### config.mk
export PLATFORM = sky130hd
export DESIGN_NAME = iew_top
export DESIGN_NICKNAME = d
export VERILOG_FILES = /design/src/iew_pkg.sv /design/src/iew_sync.sv /design/src/iew_timing.sv /design/src/iew_top.sv
export SDC_FILE = /design/constraint.sdc
export NUM_CORES = 1
export LEC_CHECK = 0
export BUFFER_PORTS_ARGS = -buffer_cell sky130_fd_sc_hd__buf_2
export CAP_MARGIN = 20
export CORE_ASPECT_RATIO = 1.5
export CORE_MARGIN = 2
export CORE_UTILIZATION = 55
export CTS_CLUSTER_SIZE = 24
export DETAILED_ROUTE_END_ITERATION = 16
export MAX_ROUTING_LAYER = met4
export PLACE_DENSITY = 0.85
export RECOVER_POWER = 100
export SYNTH_ARGS = -nofsm -noshare
export SYNTH_HDL_FRONTEND = slang
export SYNTH_SLANG_ARGS = --single-unit
### constraint.sdc
create_clock -name sys_clk_i -period 3.2 [get_ports sys_clk_i]
set_input_delay 0.32 -clock sys_clk_i [delete_from_list [all_inputs] [get_ports sys_clk_i]]
set_output_delay 0.32 -clock sys_clk_i [all_outputs]
set_load 0.02 [all_outputs]
### src/iew_pkg.sv
// constants and types shared by the interrupt enable and idle wake block
package iew_pkg;

  // ---------------------------------------------------------------
  // register map (byte addresses, one aligned word each)
  // ---------------------------------------------------------------
  localparam logic [7:0] OFS_IRQ_MASK = 8'h00;
  localparam logic [7:0] OFS_T2_CTRL = 8'h04;
  localparam logic [7:0] OFS_STATUS = 8'h08;
  localparam logic [7:0] OFS_MODE_CMD = 8'h0C;

  // ---------------------------------------------------------------
  // interrupt_enable_mask layout
  // ---------------------------------------------------------------
  localparam int NUM_SRC = 6;
  localparam int GATE_BIT = 7;
  localparam int RSVD_BIT = 6;
  localparam int T2_ON_BIT = 5;
  localparam int SER_ON_BIT = 4;
  localparam int T1_ON_BIT = 3;
  localparam int P1_ON_BIT = 2;
  localparam int T0_ON_BIT = 1;
  localparam int P0_ON_BIT = 0;
  localparam logic [7:0] MASK_RESET = 8'h00;
  localparam logic [7:0] MASK_WRITABLE = 8'hBF;

  // ---------------------------------------------------------------
  // timer_two_control_reg layout
  // ---------------------------------------------------------------
  localparam int T2_OVF_BIT = 0;
  localparam int T2_PIN_BIT = 1;
  localparam int T2_UPDN_BIT = 2;
  localparam int T2_BAUD_BIT = 3;

  // ---------------------------------------------------------------
  // status and command layout
  // ---------------------------------------------------------------
  localparam int ST_VEC_LSB = 6;
  localparam int ST_REQ_BIT = 9;
  localparam int ST_IDLE_BIT = 10;
  localparam int ST_WIN_BIT = 11;
  localparam int CMD_IDLE_BIT = 0;

  // ---------------------------------------------------------------
  // machine cycle timing
  // ---------------------------------------------------------------
  localparam logic [2:0] NUM_STATES = 3'h6;
  localparam logic [2:0] POLL_STATE = 3'h4;
  localparam logic [2:0] T2_SET_STATE = 3'h1;
  localparam logic [1:0] EXIT_CYCLES = 2'h2;

  // ---------------------------------------------------------------
  // synchroniser: bit0 pin zero (low active), bit1 pin one, bit2 reset pin
  // ---------------------------------------------------------------
  localparam int SYNC_W = 3;
  localparam logic [2:0] SYNC_RESET = 3'h3;

  localparam logic [1:0] RESP_OKAY = 2'h0;
  localparam logic [1:0] RESP_DECERR = 2'h3;

  // vector index equals enable bit position; lower index wins
  typedef enum logic [2:0] {
    VEC_PIN0,
    VEC_T0,
    VEC_PIN1,
    VEC_T1,
    VEC_SER,
    VEC_T2
  } iew_vec_t;

  typedef enum logic [1:0] {
    MD_RUN,
    MD_IDLE,
    MD_EXIT,
    MD_RESET
  } iew_mode_t;

endpackage : iew_pkg

### src/iew_sync.sv
// two-flop synchroniser for the asynchronous pin inputs
`timescale 1ns/1ns
module iew_sync
  import iew_pkg::*;
(
  input wire logic sys_clk_i, // system clock
  input wire logic rst_n_i, // async reset, low active
  input wire logic ce_i, // clock enable
  input wire logic [SYNC_W-1:0] async_i, // raw pin levels
  output logic [SYNC_W-1:0] sync_o // synchronised levels
);

  typedef struct packed {
    logic [SYNC_W-1:0] meta;
    logic [SYNC_W-1:0] safe;
  } iew_sync_t;

  iew_sync_t st;
  iew_sync_t next_st;

  // meta is read by safe only
  always_comb begin
    next_st = st;
    next_st.meta = async_i;
    next_st.safe = st.meta;
  end

  always_ff @(posedge sys_clk_i or negedge rst_n_i) begin
    if (!rst_n_i) begin
      st <= {SYNC_RESET, SYNC_RESET};
    end else if (ce_i) begin
      st <= next_st;
    end
  end

  assign sync_o = st.safe;

endmodule : iew_sync

### src/iew_timing.sv
// divide-by-two phase stage and machine cycle state counter
`timescale 1ns/1ns
module iew_timing
  import iew_pkg::*;
(
  input wire logic sys_clk_i, // oscillator clock
  input wire logic rst_n_i, // async reset, low active
  input wire logic ce_i, // clock enable
  output logic state_two_phase_two_o, // state two phase two strobe
  output logic state_five_phase_two_o, // state five phase two strobe
  output logic cycle_end_o // last phase of a machine cycle
);

  typedef struct packed {
    logic half;
    logic [2:0] state;
  } iew_tim_t;

  iew_tim_t st;
  iew_tim_t next_st;

  // the toggle stage makes every phase one full oscillator period
  always_comb begin
    next_st = st;
    next_st.half = ~st.half;
    if (st.half) begin
      if (st.state == NUM_STATES - 3'h1) begin
        next_st.state = 3'h0;
      end else begin
        next_st.state = st.state + 3'h1;
      end
    end
  end

  always_ff @(posedge sys_clk_i or negedge rst_n_i) begin
    if (!rst_n_i) begin
      st <= '0;
    end else if (ce_i) begin
      st <= next_st;
    end
  end

  assign state_two_phase_two_o = ce_i & st.half & (st.state == T2_SET_STATE);
  assign state_five_phase_two_o = ce_i & st.half & (st.state == POLL_STATE);
  assign cycle_end_o = ce_i & st.half & (st.state == NUM_STATES - 3'h1);
endmodule : iew_timing

### src/iew_top.sv
// interrupt enable, request polling and idle wake logic with an AXI4-Lite slave
//
// Our own choices: the register offsets and the AXI4-Lite slave port.
`timescale 1ns/1ns
module iew_top
  import iew_pkg::*;
(
  input wire logic sys_clk_i, // 50 MHz oscillator clock
  input wire logic rst_n_i, // async reset, low active
  input wire logic ce_i, // clock enable, freezes all state when low
  input wire logic ext_request_pin_zero_n_i, // external request pin zero, low active
  input wire logic ext_request_pin_one_n_i, // external request pin one, low active
  input wire logic hw_reset_pin_i, // hardware reset pin, high active
  input wire logic timer_zero_ovf_i, // timer zero overflow pulse
  input wire logic timer_one_ovf_i, // timer one overflow pulse
  input wire logic timer_two_ovf_i, // timer two overflow or underflow pulse
  input wire logic timer_two_pin_evt_i, // timer two trigger pin event pulse
  input wire logic serial_req_i, // serial port request level
  input wire logic cpu_ack_i, // vectoring acknowledge pulse
  input wire logic [7:0] s_axi_awaddr_i, // write address
  input wire logic s_axi_awvalid_i, // write address valid
  output logic s_axi_awready_o, // write address ready
  input wire logic [31:0] s_axi_wdata_i, // write data
  input wire logic [3:0] s_axi_wstrb_i, // write byte strobes
  input wire logic s_axi_wvalid_i, // write data valid
  output logic s_axi_wready_o, // write data ready
  output logic [1:0] s_axi_bresp_o, // write response
  output logic s_axi_bvalid_o, // write response valid
  input wire logic s_axi_bready_i, // write response ready
  input wire logic [7:0] s_axi_araddr_i, // read address
  input wire logic s_axi_arvalid_i, // read address valid
  output logic s_axi_arready_o, // read address ready
  output logic [31:0] s_axi_rdata_o, // read data
  output logic [1:0] s_axi_rresp_o, // read response
  output logic s_axi_rvalid_o, // read data valid
  input wire logic s_axi_rready_i, // read data ready
  output logic irq_req_o, // request toward the vectoring logic
  output logic [2:0] irq_vec_o, // selected vector index
  output logic idle_o, // idle mode active
  output logic cpu_run_o, // CPU may execute
  output logic ram_access_ok_o, // internal RAM access allowed
  output logic port_write_ok_o, // port pin writes allowed
  output logic internal_reset_o // internal reset sequence active
);

  // ---------------------------------------------------------------
  // state
  // ---------------------------------------------------------------
  typedef struct packed {
    logic [7:0] interrupt_enable_mask;
    logic timer_zero_overflow_flag;
    logic timer_one_overflow_flag;
    logic timer_two_overflow_flag;
    logic timer_two_pin_flag;
    logic t2_updown;
    logic t2_baud;
    logic ev_t0;
    logic ev_t1;
    logic ev_t2;
    logic ev_t2pin;
    logic req;
    iew_vec_t vec;
    iew_mode_t mode;
    logic [1:0] exit_cnt;
    logic aw_got;
    logic [7:0] aw_addr;
    logic w_got;
    logic [31:0] w_data;
    logic [3:0] w_strb;
    logic aw_rdy;
    logic w_rdy;
    logic bvalid;
    logic [1:0] bresp;
    logic ar_rdy;
    logic rvalid;
    logic [31:0] rdata;
    logic [1:0] rresp;
    logic cpu_run;
    logic ram_ok;
    logic port_ok;
    logic idle;
    logic in_rst;
  } iew_state_t;

  iew_state_t st;
  iew_state_t next_st;

  logic [SYNC_W-1:0] pin_sync;
  logic state_two_phase_two;
  logic state_five_phase_two;
  logic cycle_end;
  logic [NUM_SRC-1:0] src;
  logic [NUM_SRC-1:0] enabled;
  iew_vec_t prio_sel;
  logic t2_clear_wr;
  logic rst_pin;

  // ---------------------------------------------------------------
  // pin synchroniser and machine cycle timing
  // ---------------------------------------------------------------
  iew_sync u_sync (
    .sys_clk_i(sys_clk_i),
    .rst_n_i(rst_n_i),
    .ce_i(ce_i),
    .async_i({hw_reset_pin_i, ext_request_pin_one_n_i, ext_request_pin_zero_n_i}),
    .sync_o(pin_sync)
  );

  iew_timing u_timing (
    .sys_clk_i(sys_clk_i),
    .rst_n_i(rst_n_i),
    .ce_i(ce_i),
    .state_two_phase_two_o(state_two_phase_two),
    .state_five_phase_two_o(state_five_phase_two),
    .cycle_end_o(cycle_end)
  );

  assign rst_pin = pin_sync[2];

  // ---------------------------------------------------------------
  // request sources and priority
  // ---------------------------------------------------------------
  // pins are level sensitive: a low pin requests while it stays low
  always_comb begin
    src[VEC_PIN0] = ~pin_sync[0];
    src[VEC_T0] = st.timer_zero_overflow_flag;
    src[VEC_PIN1] = ~pin_sync[1];
    src[VEC_T1] = st.timer_one_overflow_flag;
    src[VEC_SER] = serial_req_i;
    // in up/down mode the pin flag is a 17th count bit, not a request
    src[VEC_T2] = st.timer_two_overflow_flag | (st.timer_two_pin_flag & ~st.t2_updown);
    enabled = src & st.interrupt_enable_mask[NUM_SRC-1:0]
      & {NUM_SRC{st.interrupt_enable_mask[GATE_BIT]}};
    prio_sel = VEC_PIN0;
    for (int i = NUM_SRC - 1; i >= 0; i--) begin
      if (enabled[i]) begin
        prio_sel = iew_vec_t'(i[2:0]);
      end
    end
  end

  // ---------------------------------------------------------------
  // next state
  // ---------------------------------------------------------------
  always_comb begin
    next_st = st;
    t2_clear_wr = 1'b0;

    // bus write channels, taken in either order
    if (st.aw_rdy && s_axi_awvalid_i) begin
      next_st.aw_got = 1'b1;
      next_st.aw_addr = s_axi_awaddr_i;
    end
    if (st.w_rdy && s_axi_wvalid_i) begin
      next_st.w_got = 1'b1;
      next_st.w_data = s_axi_wdata_i;
      next_st.w_strb = s_axi_wstrb_i;
    end
    if (st.bvalid && s_axi_bready_i) begin
      next_st.bvalid = 1'b0;
    end
    if (st.aw_got && st.w_got && !st.bvalid) begin
      next_st.aw_got = 1'b0;
      next_st.w_got = 1'b0;
      next_st.bvalid = 1'b1;
      next_st.bresp = RESP_OKAY;
      // registers are frozen outside run mode; the write still completes
      case (st.aw_addr[7:2])
        OFS_IRQ_MASK[7:2]: begin
          if (st.w_strb[0] && st.mode == MD_RUN) begin
            next_st.interrupt_enable_mask = st.w_data[7:0] & MASK_WRITABLE;
          end
        end
        OFS_T2_CTRL[7:2]: begin
          if (st.w_strb[0] && st.mode == MD_RUN) begin
            // flags clear by writing one here, and the pin flag also by toggling in up/down mode; never by vectoring
            t2_clear_wr = st.w_data[T2_OVF_BIT] | st.w_data[T2_PIN_BIT];
            if (st.w_data[T2_OVF_BIT]) begin
              next_st.timer_two_overflow_flag = 1'b0;
            end
            if (st.w_data[T2_PIN_BIT]) begin
              next_st.timer_two_pin_flag = 1'b0;
            end
            next_st.t2_updown = st.w_data[T2_UPDN_BIT];
            next_st.t2_baud = st.w_data[T2_BAUD_BIT];
          end
        end
        OFS_STATUS[7:2]: begin
          next_st.bresp = RESP_OKAY;
        end
        OFS_MODE_CMD[7:2]: begin
          if (st.w_strb[0] && st.w_data[CMD_IDLE_BIT] && st.mode == MD_RUN) begin
            next_st.mode = MD_IDLE;
          end
        end
        default: begin
          next_st.bresp = RESP_DECERR;
        end
      endcase
    end

    // read channel
    if (st.rvalid && s_axi_rready_i) begin
      next_st.rvalid = 1'b0;
    end
    if (st.ar_rdy && s_axi_arvalid_i) begin
      next_st.rvalid = 1'b1;
      next_st.rresp = RESP_OKAY;
      next_st.rdata = 32'h00000000;
      case (s_axi_araddr_i[7:2])
        OFS_IRQ_MASK[7:2]: begin
          next_st.rdata[7:0] = st.interrupt_enable_mask;
        end
        OFS_T2_CTRL[7:2]: begin
          next_st.rdata[T2_OVF_BIT] = st.timer_two_overflow_flag;
          next_st.rdata[T2_PIN_BIT] = st.timer_two_pin_flag;
          next_st.rdata[T2_UPDN_BIT] = st.t2_updown;
          next_st.rdata[T2_BAUD_BIT] = st.t2_baud;
        end
        OFS_STATUS[7:2]: begin
          next_st.rdata[NUM_SRC-1:0] = src;
          next_st.rdata[ST_VEC_LSB+2:ST_VEC_LSB] = st.vec;
          next_st.rdata[ST_REQ_BIT] = st.req;
          next_st.rdata[ST_IDLE_BIT] = (st.mode == MD_IDLE);
          next_st.rdata[ST_WIN_BIT] = (st.mode == MD_EXIT);
        end
        OFS_MODE_CMD[7:2]: begin
          next_st.rdata[CMD_IDLE_BIT] = (st.mode == MD_IDLE);
        end
        default: begin
          next_st.rresp = RESP_DECERR;
        end
      endcase
    end

    // vectoring clears only the timer zero and one flags
    if (cpu_ack_i && st.req) begin
      next_st.req = 1'b0;
      if (st.vec == VEC_T0) begin
        next_st.timer_zero_overflow_flag = 1'b0;
      end
      if (st.vec == VEC_T1) begin
        next_st.timer_one_overflow_flag = 1'b0;
      end
    end

    // timer events wait for their setting phase; later sets beat clears
    next_st.ev_t0 = st.ev_t0 | timer_zero_ovf_i;
    next_st.ev_t1 = st.ev_t1 | timer_one_ovf_i;
    next_st.ev_t2 = st.ev_t2 | timer_two_ovf_i;
    next_st.ev_t2pin = st.ev_t2pin | timer_two_pin_evt_i;
    if (state_five_phase_two) begin
      // polling reads st, so a flag set now is seen one cycle later
      if (st.ev_t0) begin
        next_st.timer_zero_overflow_flag = 1'b1;
      end
      if (st.ev_t1) begin
        next_st.timer_one_overflow_flag = 1'b1;
      end
      next_st.ev_t0 = timer_zero_ovf_i;
      next_st.ev_t1 = timer_one_ovf_i;
    end
    if (state_two_phase_two) begin
      // set ahead of the poll, so it is served in the same cycle
      if (st.ev_t2 && !st.t2_baud) begin
        next_st.timer_two_overflow_flag = 1'b1;
      end
      if (st.ev_t2 && st.t2_updown) begin
        next_st.timer_two_pin_flag = ~st.timer_two_pin_flag;
      end
      if (st.ev_t2pin && !st.t2_updown) begin
        next_st.timer_two_pin_flag = 1'b1;
      end
      next_st.ev_t2 = timer_two_ovf_i;
      next_st.ev_t2pin = timer_two_pin_evt_i;
    end

    // polling keeps running in idle
    if (state_five_phase_two && |enabled) begin
      if (!st.req) begin
        next_st.req = 1'b1;
        next_st.vec = prio_sel;
      end
      if (st.mode == MD_IDLE && next_st.mode == MD_IDLE) begin
        next_st.mode = MD_RUN;
      end
    end

    // mode sequencing for the hardware reset pin
    case (st.mode)
      MD_RUN: begin
        if (rst_pin) begin
          next_st.mode = MD_RESET;
        end
      end
      MD_IDLE: begin
        if (rst_pin) begin
          next_st.mode = MD_EXIT;
          next_st.exit_cnt = 2'h0;
        end
      end
      MD_EXIT: begin
        // CPU runs briefly before the internal reset takes over
        if (cycle_end) begin
          next_st.exit_cnt = st.exit_cnt + 2'h1;
          if (st.exit_cnt == EXIT_CYCLES - 2'h1) begin
            next_st.mode = MD_RESET;
          end
        end
      end
      MD_RESET: begin
        next_st.interrupt_enable_mask = MASK_RESET;
        next_st.t2_updown = 1'b0;
        next_st.t2_baud = 1'b0;
        next_st.req = 1'b0;
        if (!rst_pin) begin
          next_st.mode = MD_RUN;
        end
      end
      default: begin
        next_st.mode = MD_RESET;
      end
    endcase

    // registered handshake and control outputs
    next_st.aw_rdy = !next_st.aw_got && !next_st.bvalid;
    next_st.w_rdy = !next_st.w_got && !next_st.bvalid;
    next_st.ar_rdy = !next_st.rvalid;
    next_st.cpu_run = (next_st.mode == MD_RUN) || (next_st.mode == MD_EXIT);
    next_st.ram_ok = (next_st.mode == MD_RUN);
    next_st.port_ok = (next_st.mode != MD_RESET);
    next_st.idle = (next_st.mode == MD_IDLE);
    next_st.in_rst = (next_st.mode == MD_RESET);
  end

  always_ff @(posedge sys_clk_i or negedge rst_n_i) begin
    if (!rst_n_i) begin
      st <= '0;
      st.aw_rdy <= 1'b1;
      st.w_rdy <= 1'b1;
      st.ar_rdy <= 1'b1;
      st.cpu_run <= 1'b1;
      st.ram_ok <= 1'b1;
      st.port_ok <= 1'b1;
    end else if (ce_i) begin
      st <= next_st;
    end
  end

  // ---------------------------------------------------------------
  // outputs
  // ---------------------------------------------------------------
  assign s_axi_awready_o = st.aw_rdy;
  assign s_axi_wready_o = st.w_rdy;
  assign s_axi_bresp_o = st.bresp;
  assign s_axi_bvalid_o = st.bvalid;
  assign s_axi_arready_o = st.ar_rdy;
  assign s_axi_rdata_o = st.rdata;
  assign s_axi_rresp_o = st.rresp;
  assign s_axi_rvalid_o = st.rvalid;
  assign irq_req_o = st.req;
  assign irq_vec_o = st.vec;
  assign idle_o = st.idle;
  assign cpu_run_o = st.cpu_run;
  assign ram_access_ok_o = st.ram_ok;
  assign port_write_ok_o = st.port_ok;
  assign internal_reset_o = st.in_rst;
endmodule : iew_top

==> results.cfg, run 1 <==
[cells_and_area]
drive_above_1_share_pct = 19.9
final_nets = 477
final_cell_mix = dfrtp_1 (65), nand2_1 (46), clkbuf_1 (35)
stdcell_count = 488
final_common_cell = dfrtp_1
area_growth_pct = 7.81
fillCellCount = 533
n_antenna_cell = 0

[critical_path]
path_delay_family = buffers and inverters
setup.worst_path.class = input pin to async pin
crit_fanout = 32
reg2reg_slack_ps = 1230
slowest_delay_ps = 760
path_cells = dlygate4sd3_1, clkbuf_1, clkbuf_2
critPathLaunchType = input pin
worst_path_max_delay_cell = clkbuf_1
cp.arrival_ps = 2370
worstPathRequired_ps = 3580
cp.buffers_inverters = 3
end_kind = async pin

[sta]
max_slew_margin_pct = 31.2
tns_ps = 0
max_freq_mhz = 502
period_share_pct = 62.2
fin_crit_ps = 1990
hold_viol_final = 0
finalClockSkew_ps = 8.58
slew_violations = 0
rsz0062_at_grt = false
setup_violations = 0
tightest_slew_ps = 1030

[clock_tree]
root_buffer = clkbuf_8
htree_levels = 3
clkLatencyLatePin_ps = 350
post-cts-setup-buffers = 0
clkSinkCount = 75
cts_tree = done
path_clk_slew_ps = 70
numCtsBuffers = 9
cts_max_path_buffers = 2

[job]
maxCapViolCount = 0

[synth]
synth-edff-count = 0
synth_xor_area_share_pct = 0.467
ys.warnings.count = 0
syn_area_sq_um = 3750
synth-seq-cells = 75
syn_avg_cell_area_sq_um = 10.5
synth_top_family_by_area = simple AND/OR/NAND/NOR gates
synth_ff_type = dfrtp_1
synth_cells = 357
synth_compound_area_share_pct = 13.5
synth_fa_ha_area_share_pct = 0.334
yosys.area_share.simple_pct = 14.6
synth.distinct_cells = 54
netlist_top_cells_area = dfrtp_1 (43%), buf_4 (7.8%), dfstp_2 (7.0%), mux2_2 (6.0%), nand2_1 (4.6%)
ys_async_sr_fraction_pct = 100
synth_area_leader_cell = dfrtp_1
synth-seq-area-share_pct = 50.4
synth_top_area_share_pct = 43.4
synth.mux.area_fraction_pct = 9.85

[drt]
via_count = 2720
drt_iter0_markers = 175
drtPass1Iterations = 5
routedWlPerCell_microns = 15.5
via_per_inst = 5.57
wl_microns = 7560
ant_nets = 0
post-route-drc-count = 0

[floorplanning]
core_sq_um = 6530
die_w_microns = 71.4
rows = 36
die_h_microns = 105
initial_core_util_pct = 57.4
num_io_pins = 119
dieArea_sq_um = 7500

[power_and_ir_drop]
p_leak_nw = 1.84
power.density_nw_per_um2 = 788
ir_worst_vdd_mv = 0.528

[place]
post-dp-hpwl_microns = 5570
dp_cells = 471
gp_congestion = 0.886
port_buffers = 66

[grt]
track_usage_pct = 22.4
grt_max_degree = 42
grt_pass1_wl_microns = 12700
grt_antenna_before_repair = 0
grt_pass1_vias = 2708
gr-total-overflow = 0

[worst_hold_path]
hold_path_class = input pin to flop

[outcome]
status = completed
==> logic make-up (layout without fill, tap and decap cells) <==
logic type / after synthesis / in the layout
compound gates: 73 / 73
xor+xnor: 2 / 2
fa+ha+maj: 1 / 1
buf+inv: 67 / 103
flops: 75 / 75
mux: 32 / 32
other cells: 1 / 20
simple gates: 106 / 106
==> where the power goes <==
group          switching (mW)  internal, mW
combinational           0.553         0.411
sequential              0.318          1.28
clock                   0.322         0.300
total                    1.19          1.99
==> stage by stage <==
step           total power [mW]  worst slack, ps  instance area (sq um)  util, %  hold slack, ps
2_1_floorplan              2.34             1500                   3820        -            24.4
3_3_place_gp               2.55             1270                   3930     60.2             281
3_5_place_dp               2.61             1240                   3930     60.2             295
4_1_cts                    3.24             1270                   4100     62.8             180
5_1_grt                    3.41              893                   4040     61.9             173
6_report                   3.18             1210                   4040     61.9             187
==> cell usage after synthesis, types with 2 or more instances <==
cell type and count:
o211ai_1 3, nor2b_1 6, nand3b_1 2, buf_1 4, a32o_1 3, a21oi_1 15, nor4_1 2, mux2_4 2
dfstp_2 10, a22oi_1 2, mux2_2 20, nor3b_1 2, o41ai_1 2, a211oi_1 2, mux2i_1 8, nand2_1 46
nand3_1 11, inv_1 17, o21a_1 2, a21boi_0 2, nand2b_1 6, buf_2 3, clkbuf_1 4, nor2_1 10
a31oi_1 5, and2_1 5, dfrtp_1 65, and3_1 2, buf_4 39, a22o_1 14, o21ai_0 16, nor3_1 4
or3_1 2
==> path summary, 6_finish.rpt <==
path                             startpoint                to  cells past startpoint
min                          s_axi_bready_i    s_axi_bvalid_o                      2
max in group sys_clk_i               st[95]           st[113]                      5
min reg2reg                s_axi_rdata_o[0]  s_axi_rdata_o[0]                      2
max reg2reg                          st[95]           st[113]                      5
min in group asynchronous           rst_n_i           st[114]                      2
max                                 rst_n_i           st[105]                      3
==> sequential cells by signal, indices dropped and copies added (netlist names), 2 cells and up <==
signal	flops
u_sync.sync_o	3
s_axi_rdata_o	12
u_timing.st	4
src	2
irq_vec_o	3
st	35
u_sync.next_st	3
==> final cells by class <==
| class | instances | area (sq um) | share of cell area, % |
|---|---|---|---|
| repair buffers | 70 | 320 | 7.93 |
| well taps | 76 | 95.1 | 2.35 |
| inverters | 17 | 63.8 | 1.58 |
| clock inverters | 3 | 15.0 | 0.372 |
| flip-flops and latches | 75 | 1890 | 46.8 |
| clock buffers | 13 | 149 | 3.69 |
| multi-input cells | 234 | 1510 | 37.3 |
==> metal layers <==
metal | track usage [%] | vias to the layer above | wire length [microns]
li1 | - | 1290 | -
met1 | 26.0 | 1334 | 3020
met2 | 37.4 | 84 | 4040
met3 | 5.30 | 12 | 380
met4 | 8.36 | 0 | 119
met5 | - | - | 0
==> timing repair <==
action / CTS / global route
hold endpoints to repair: 17 / 0
hold buffers: 1 / 0
gates resized for setup: 0 / 0
(Power assumes the default switching activity.)
==> run 2: changes to the inputs <==
--- a/config.mk
+++ b/config.mk
@@ -9,11 +9,11 @@
 export CAP_MARGIN = 20
 export CORE_ASPECT_RATIO = 1.5
 export CORE_MARGIN = 2
-export CORE_UTILIZATION = 55
+export CORE_UTILIZATION = 46
 export CTS_CLUSTER_SIZE = 24
 export DETAILED_ROUTE_END_ITERATION = 16
 export MAX_ROUTING_LAYER = met4
-export PLACE_DENSITY = 0.85
+export PLACE_DENSITY = 0.76
 export RECOVER_POWER = 100
 export SYNTH_ARGS = -nofsm -noshare
 export SYNTH_HDL_FRONTEND = slang
==> constraint.sdc (replaced) <==
create_clock -name sys_clk_i -period 1.8 [get_ports sys_clk_i]
set_input_delay 0.18 -clock sys_clk_i [delete_from_list [all_inputs] [get_ports sys_clk_i]]
set_output_delay 0.18 -clock sys_clk_i [all_outputs]
set_load 0.02 [all_outputs]
==> run 2 against run 1 <==
Die area grew 19%. Critical path type is now flop to flop. Global-route usage fell by 3.5 points. Critical path depth increased by 2. Highest routed layer unchanged. Non-clock buffer count rose by 10.
==> results.cfg, run 2 (same netlist as run 1, synthesis figures left out) <==
[power_and_ir_drop]
ir_worst_vdd_mv = 0.976
power_switching_mw = 2.23
clkPwrFrac_pct = 27.1
intPower_mw = 4.21
switching_share_pct = 34.6
power.density_nw_per_um2 = 1500
p_leak_nw = 1.95
p_comb_share_pct = 29.8
power_frac_seq_pct = 43.1

[critical_path]
crit_fanout = 4
worstPathRequired_ps = 2010
worst_r2r_path_depth = 5
critPathLaunchType = flop
reg2reg_from = u_timing.st[1]
path_cells = nand2b_1, or3_1, nor2_2, nand2_1, mux2_1
cp.arrival_ps = 1890
worst_path_max_delay_cell = or3_1
rr_endpoint = irq_vec_o[0]
setup.worst_path.class = flop to flop
end_kind = flop
slowest_delay_ps = 410
reg2reg_slack_ps = 120

[cells_and_area]
top_register = st
fin_util_pct = 54.0
stdcell_count = 527
drive_above_1_share_pct = 22.5
largest_reg_flops = 35
final_nets = 487
final_cell_mix = dfrtp_1 (65), nand2_1 (46), buf_2 (36)
n_antenna_cell = 0
design_area_sq_um = 4300
area_growth_pct = 14.8
final_common_cell = dfrtp_1

[place]
placed_area_sq_um = 4050
post-dp-hpwl_microns = 5550
gp_congestion = 0.859
dp_cells = 509
port_buffers = 66

[floorplanning]
rows = 40
dieArea_sq_um = 8900
core_sq_um = 7960
num_io_pins = 119
initial_core_util_pct = 47.1
die_w_microns = 77.7
die_h_microns = 115

[drt]
via_count = 2729
wl_microns = 7590
ant_nets = 0
post-route-drc-count = 0
routedWlPerCell_microns = 14.4
drtPass1Iterations = 4
drt_iter0_markers = 205
via_per_inst = 5.18

[worst_hold_path]
hold_path_class = input pin to flop
hold_path_depth = 2
min_delay_worst_endpoint = s_axi_bvalid_o
min_from = s_axi_bready_i

[sta]
finalClockSkew_ps = 6.77
tns_ps = 0
tightest_slew_ps = 1000
period_share_pct = 93.3
slew_violations = 0
hold_viol_final = 0
rsz0062_at_grt = false
setup_violations = 0
max_freq_mhz = 596
fin_crit_ps = 1680
max_slew_margin_pct = 33.3

[outcome]
status = completed

[clock_tree]
path_clk_slew_ps = 60
cts_max_path_buffers = 2
clkLatencyLatePin_ps = 330
htree_levels = 3
cts_tree = done
numCtsBuffers = 9
root_buffer = clkbuf_16
clkSinkCount = 75

[grt]
grt_pass1_vias = 2745
track_usage_pct = 18.9
grt_max_degree = 76
gr-total-overflow = 0
grt_antenna_before_repair = 0
grt_pass1_wl_microns = 12700

[job]
maxCapViolCount = 0
## run 2: cell types whose count changed in the layout (fill, tap and decap cells not counted), moves of 2 or more
cell and delta:
mux2_1 -2, buf_2 +2, buf_4 +6, clkbuf_8 -9
dfstp_1 +4, clkbuf_16 +9, clkbuf_4 +2, dfstp_2 -4
mux2_4 +2
## run 2: cell type report
type | instances | area (sq um)
fill | 720 | 3660
sequential | 75 | 1890
multi-input combinational | 234 | 1530
timing repair buffer | 80 | 389
clock buffer | 11 | 243
tap | 105 | 131
inverter | 17 | 63.8
clock inverter | 5 | 52.6
## run 2: what timing repair did
item	CTS	global route
setup buffers	0	1
setup endpoints to repair	0	4
endpoints found under the hold margin	65	0
gates resized for setup	0	2
hold buffers	1	0
## run 2: power groups by stage
stage	logic (mW)	clock network [mW]	registers, mW
finish	1.92	1.74	2.78
global placement	1.88	0	2.76
global route	2.13	1.86	2.84
detailed placement	1.95	0	2.79
floorplan	1.39	0	2.77
CTS	1.97	1.78	2.77
## run 2: layer usage
layer	vias up	routed length, microns	track usage (%)
met5	-	0	-
met4	0	212	9.29
met3	20	355	3.79
met2	85	3860	31.7
met1	1312	3160	21.6
li1	1312	-	-
## run 2: how the worst max path moves through the flow
stage | startpoint | end | slack (ps) | depth (start not counted)
floorplan | s_axi_bvalid_o | st[112] | 100 | 5
global placement | u_sync.sync_o[0] | ram_access_ok_o | 100 | 6
detailed placement | u_sync.sync_o[1] | cpu_run_o | 50 | 6
CTS | u_sync.sync_o[0] | cpu_run_o | 40 | 6
global route | u_timing.st[1] | st[94] | 10 | 6
finish | u_timing.st[1] | irq_vec_o[0] | 120 | 5
## run 2: critical path, delay by kind of cell (launching register included)
kind / cells / cell delay [ps]
muxes: 1 / 330
and+or+nand+nor: 4 / 830
DFF: 1 / 400
## run 2: per-stage QoR
stage / hold WS (ps) / power [mW] / setup WS, ps
floorplan: -116 / 4.16 / 99.7
global placement: 240 / 4.64 / 97.9
detailed placement: 249 / 4.75 / 53.9
CTS: 62.1 / 6.53 / 41.0
global route: 71.0 / 6.83 / 11.1
finish: 67.2 / 6.44 / 121
==> run 3: changes to the inputs <==
--- a/config.mk
+++ b/config.mk
@@ -5,11 +5,12 @@
 export SDC_FILE = /design/constraint.sdc
 export NUM_CORES = 1
 export LEC_CHECK = 0
-export BUFFER_PORTS_ARGS = -buffer_cell sky130_fd_sc_hd__buf_2
+export BUFFER_PORTS_ARGS = -buffer_cell sky130_fd_sc_hd__clkbuf_2
 export CAP_MARGIN = 20
 export CORE_ASPECT_RATIO = 1.5
 export CORE_MARGIN = 2
 export CORE_UTILIZATION = 46
+export CTS_CLUSTER_DIAMETER = 100
 export CTS_CLUSTER_SIZE = 24
 export DETAILED_ROUTE_END_ITERATION = 16
 export MAX_ROUTING_LAYER = met4
==> run 3 against run 2 <==
Critical path depth unchanged. Design area barely moved. Worst setup slack worse by 3.3 ps. Sequential power hardly changed. Clock power hardly changed. Critical endpoint unchanged. Combinational power about the same. Via count shrank 0.37%. Routed wire length fell by 0.16%. Worst hold slack lost 13 ps. Global-route usage increased by 0.15 points. Sequential share of layout area about the same.
==> results.cfg, run 3 (same netlist as run 1, synthesis figures left out) <==
[sta]
tightest_slew_ps = 1090
slew_violations = 0
whs_ps = 54.4
hold_viol_final = 0
fin_crit_ps = 1680
tns_ps = 0
setup_violations = 0
period_share_pct = 93.4
max_slew_margin_pct = 27.5
rsz0062_at_grt = false
finalClockSkew_ps = 8.18
max_freq_mhz = 595

[clock_tree]
numCtsBuffers = 9
cts_max_path_buffers = 2
htree_levels = 3
clkLatencyLatePin_ps = 330
root_buffer = clkbuf_16
path_clk_slew_ps = 50
clkSinkCount = 75
post-cts-setup-buffers = 0
cts_tree = done

[floorplanning]
initial_core_util_pct = 47.1
die_w_microns = 77.7
core_sq_um = 7960
dieArea_sq_um = 8900
die_h_microns = 115
rows = 40
num_io_pins = 119

[cells_and_area]
top_register = st
final_cell_mix = dfrtp_1 (65), nand2_1 (46), clkbuf_1 (38)
largest_reg_flops = 35
n_antenna_cell = 0
drive_above_1_share_pct = 22.2
final_nets = 488
area_growth_pct = 14.9
final_common_cell = dfrtp_1
fillCellCount = 731
stdcell_count = 528

[place]
gp_congestion = 0.867
dp_cells = 511
post-dp-hpwl_microns = 5710
port_buffers = 66

[critical_path]
cp.buffers_inverters = 0
crit_cells = 5
cp.arrival_ps = 1890
crit_fanout = 3
slowest_delay_ps = 520
crit_start = u_sync.sync_o[0]
reg2reg_slack_ps = 120
reg2reg_from = u_sync.sync_o[0]
rr_endpoint = irq_vec_o[0]
setup.worst_path.class = flop to flop
end_kind = flop
path_delay_family = flip-flops
crit_path_end = irq_vec_o[0]
critPathLaunchType = flop
worstPathRequired_ps = 2010
path_cells = nand2b_1, a41o_1, o211ai_1, nand2_1, mux2_1
worst_path_max_delay_cell = dfstp_2
worst_r2r_path_depth = 5

[outcome]
status = completed

[power_and_ir_drop]
ir_worst_vdd_mv = 0.736
power.density_nw_per_um2 = 1500
p_leak_nw = 1.96

[drt]
drt_iter0_markers = 137
drtPass1Iterations = 4
wl_microns = 7580
routedWlPerCell_microns = 14.4
ant_nets = 0
post-route-drc-count = 0
routed.top_layer = met4
met3_wirelength_microns = 443
m1WireLength_microns = 3140
via_per_inst = 5.15
via_count = 2719
dr_wl_met2_microns = 3780

[job]
maxCapViolCount = 0

[worst_hold_path]
hold_path_class = input pin to flop

[grt]
grt_pass1_vias = 2692
grt_antenna_before_repair = 0
grt_max_degree = 45
track_usage_pct = 19.1
grt_pass1_wl_microns = 12800
gr-total-overflow = 0
## run 3: cell types whose count changed in the layout (fill, tap and decap cells not counted), moves of 2 or more
cell,previous run,this run
buf_2,36,0
clkbuf_2,0,36
clkbuf_1,34,38
clkinv_2,3,1
dfstp_1,5,3
dfstp_2,5,7
## run 3: power by group
part,internal (mW),leakage [nW],switching (mW)
clock network,1.15,0.147,0.623
registers,2.28,0.905,0.504
logic,0.834,0.906,1.07
total,4.26,1.96,2.19
## run 3: repair_timing
action                                 CTS  global route
endpoints found under the hold margin   27             0
hold buffers                             1             0
setup endpoints to repair                0             2
gates resized for setup                  0             2
## run 3: final cells by class
type,instances,area (sq um),area share [%]
Clock inverter,2,35.0,0.814
Sequential cell,75,1890,43.9
Inverter,17,63.8,1.48
Tap cell,105,131,3.05
Multi-Input combinational cell,234,1530,35.6
Clock buffer,14,264,6.13
Timing Repair Buffer,81,389,9.04
## run 3: metrics by stage
step | worst slack, ps | total power, mW | cell area [sq um] | util [%]
global route | 11.5 | 6.88 | 4300 | 54.1
finish | 118 | 6.45 | 4300 | 54.1
global placement | 97.3 | 4.66 | 4050 | 50.9
CTS | 72.3 | 6.56 | 4360 | 54.7
floorplan | 99.7 | 4.16 | 3820 | -
detailed placement | 80.8 | 4.76 | 4050 | 50.9
## run 3: metal layers
| metal | up-vias | global-route usage [%] |
|---|---|---|
| li1 | 1315 | - |
| met1 | 1290 | 23.1 |
| met2 | 96 | 30.4 |
| met3 | 18 | 4.26 |
| met4 | 0 | 8.57 |
| met5 | - | - |
## run 3: worst min-delay path by stage
stage                         startpoint              to  slack, ps  cells past startpoint
after floorplan                  rst_n_i          idle_o       -120                      0
after global placement           rst_n_i          st[86]        260                      2
after detailed placement         rst_n_i          st[85]        270                      2
after CTS                 s_axi_bready_i  s_axi_bvalid_o         50                      2
after global routing      s_axi_bready_i  s_axi_bvalid_o         60                      2
final                     s_axi_bready_i  s_axi_bvalid_o         50                      2
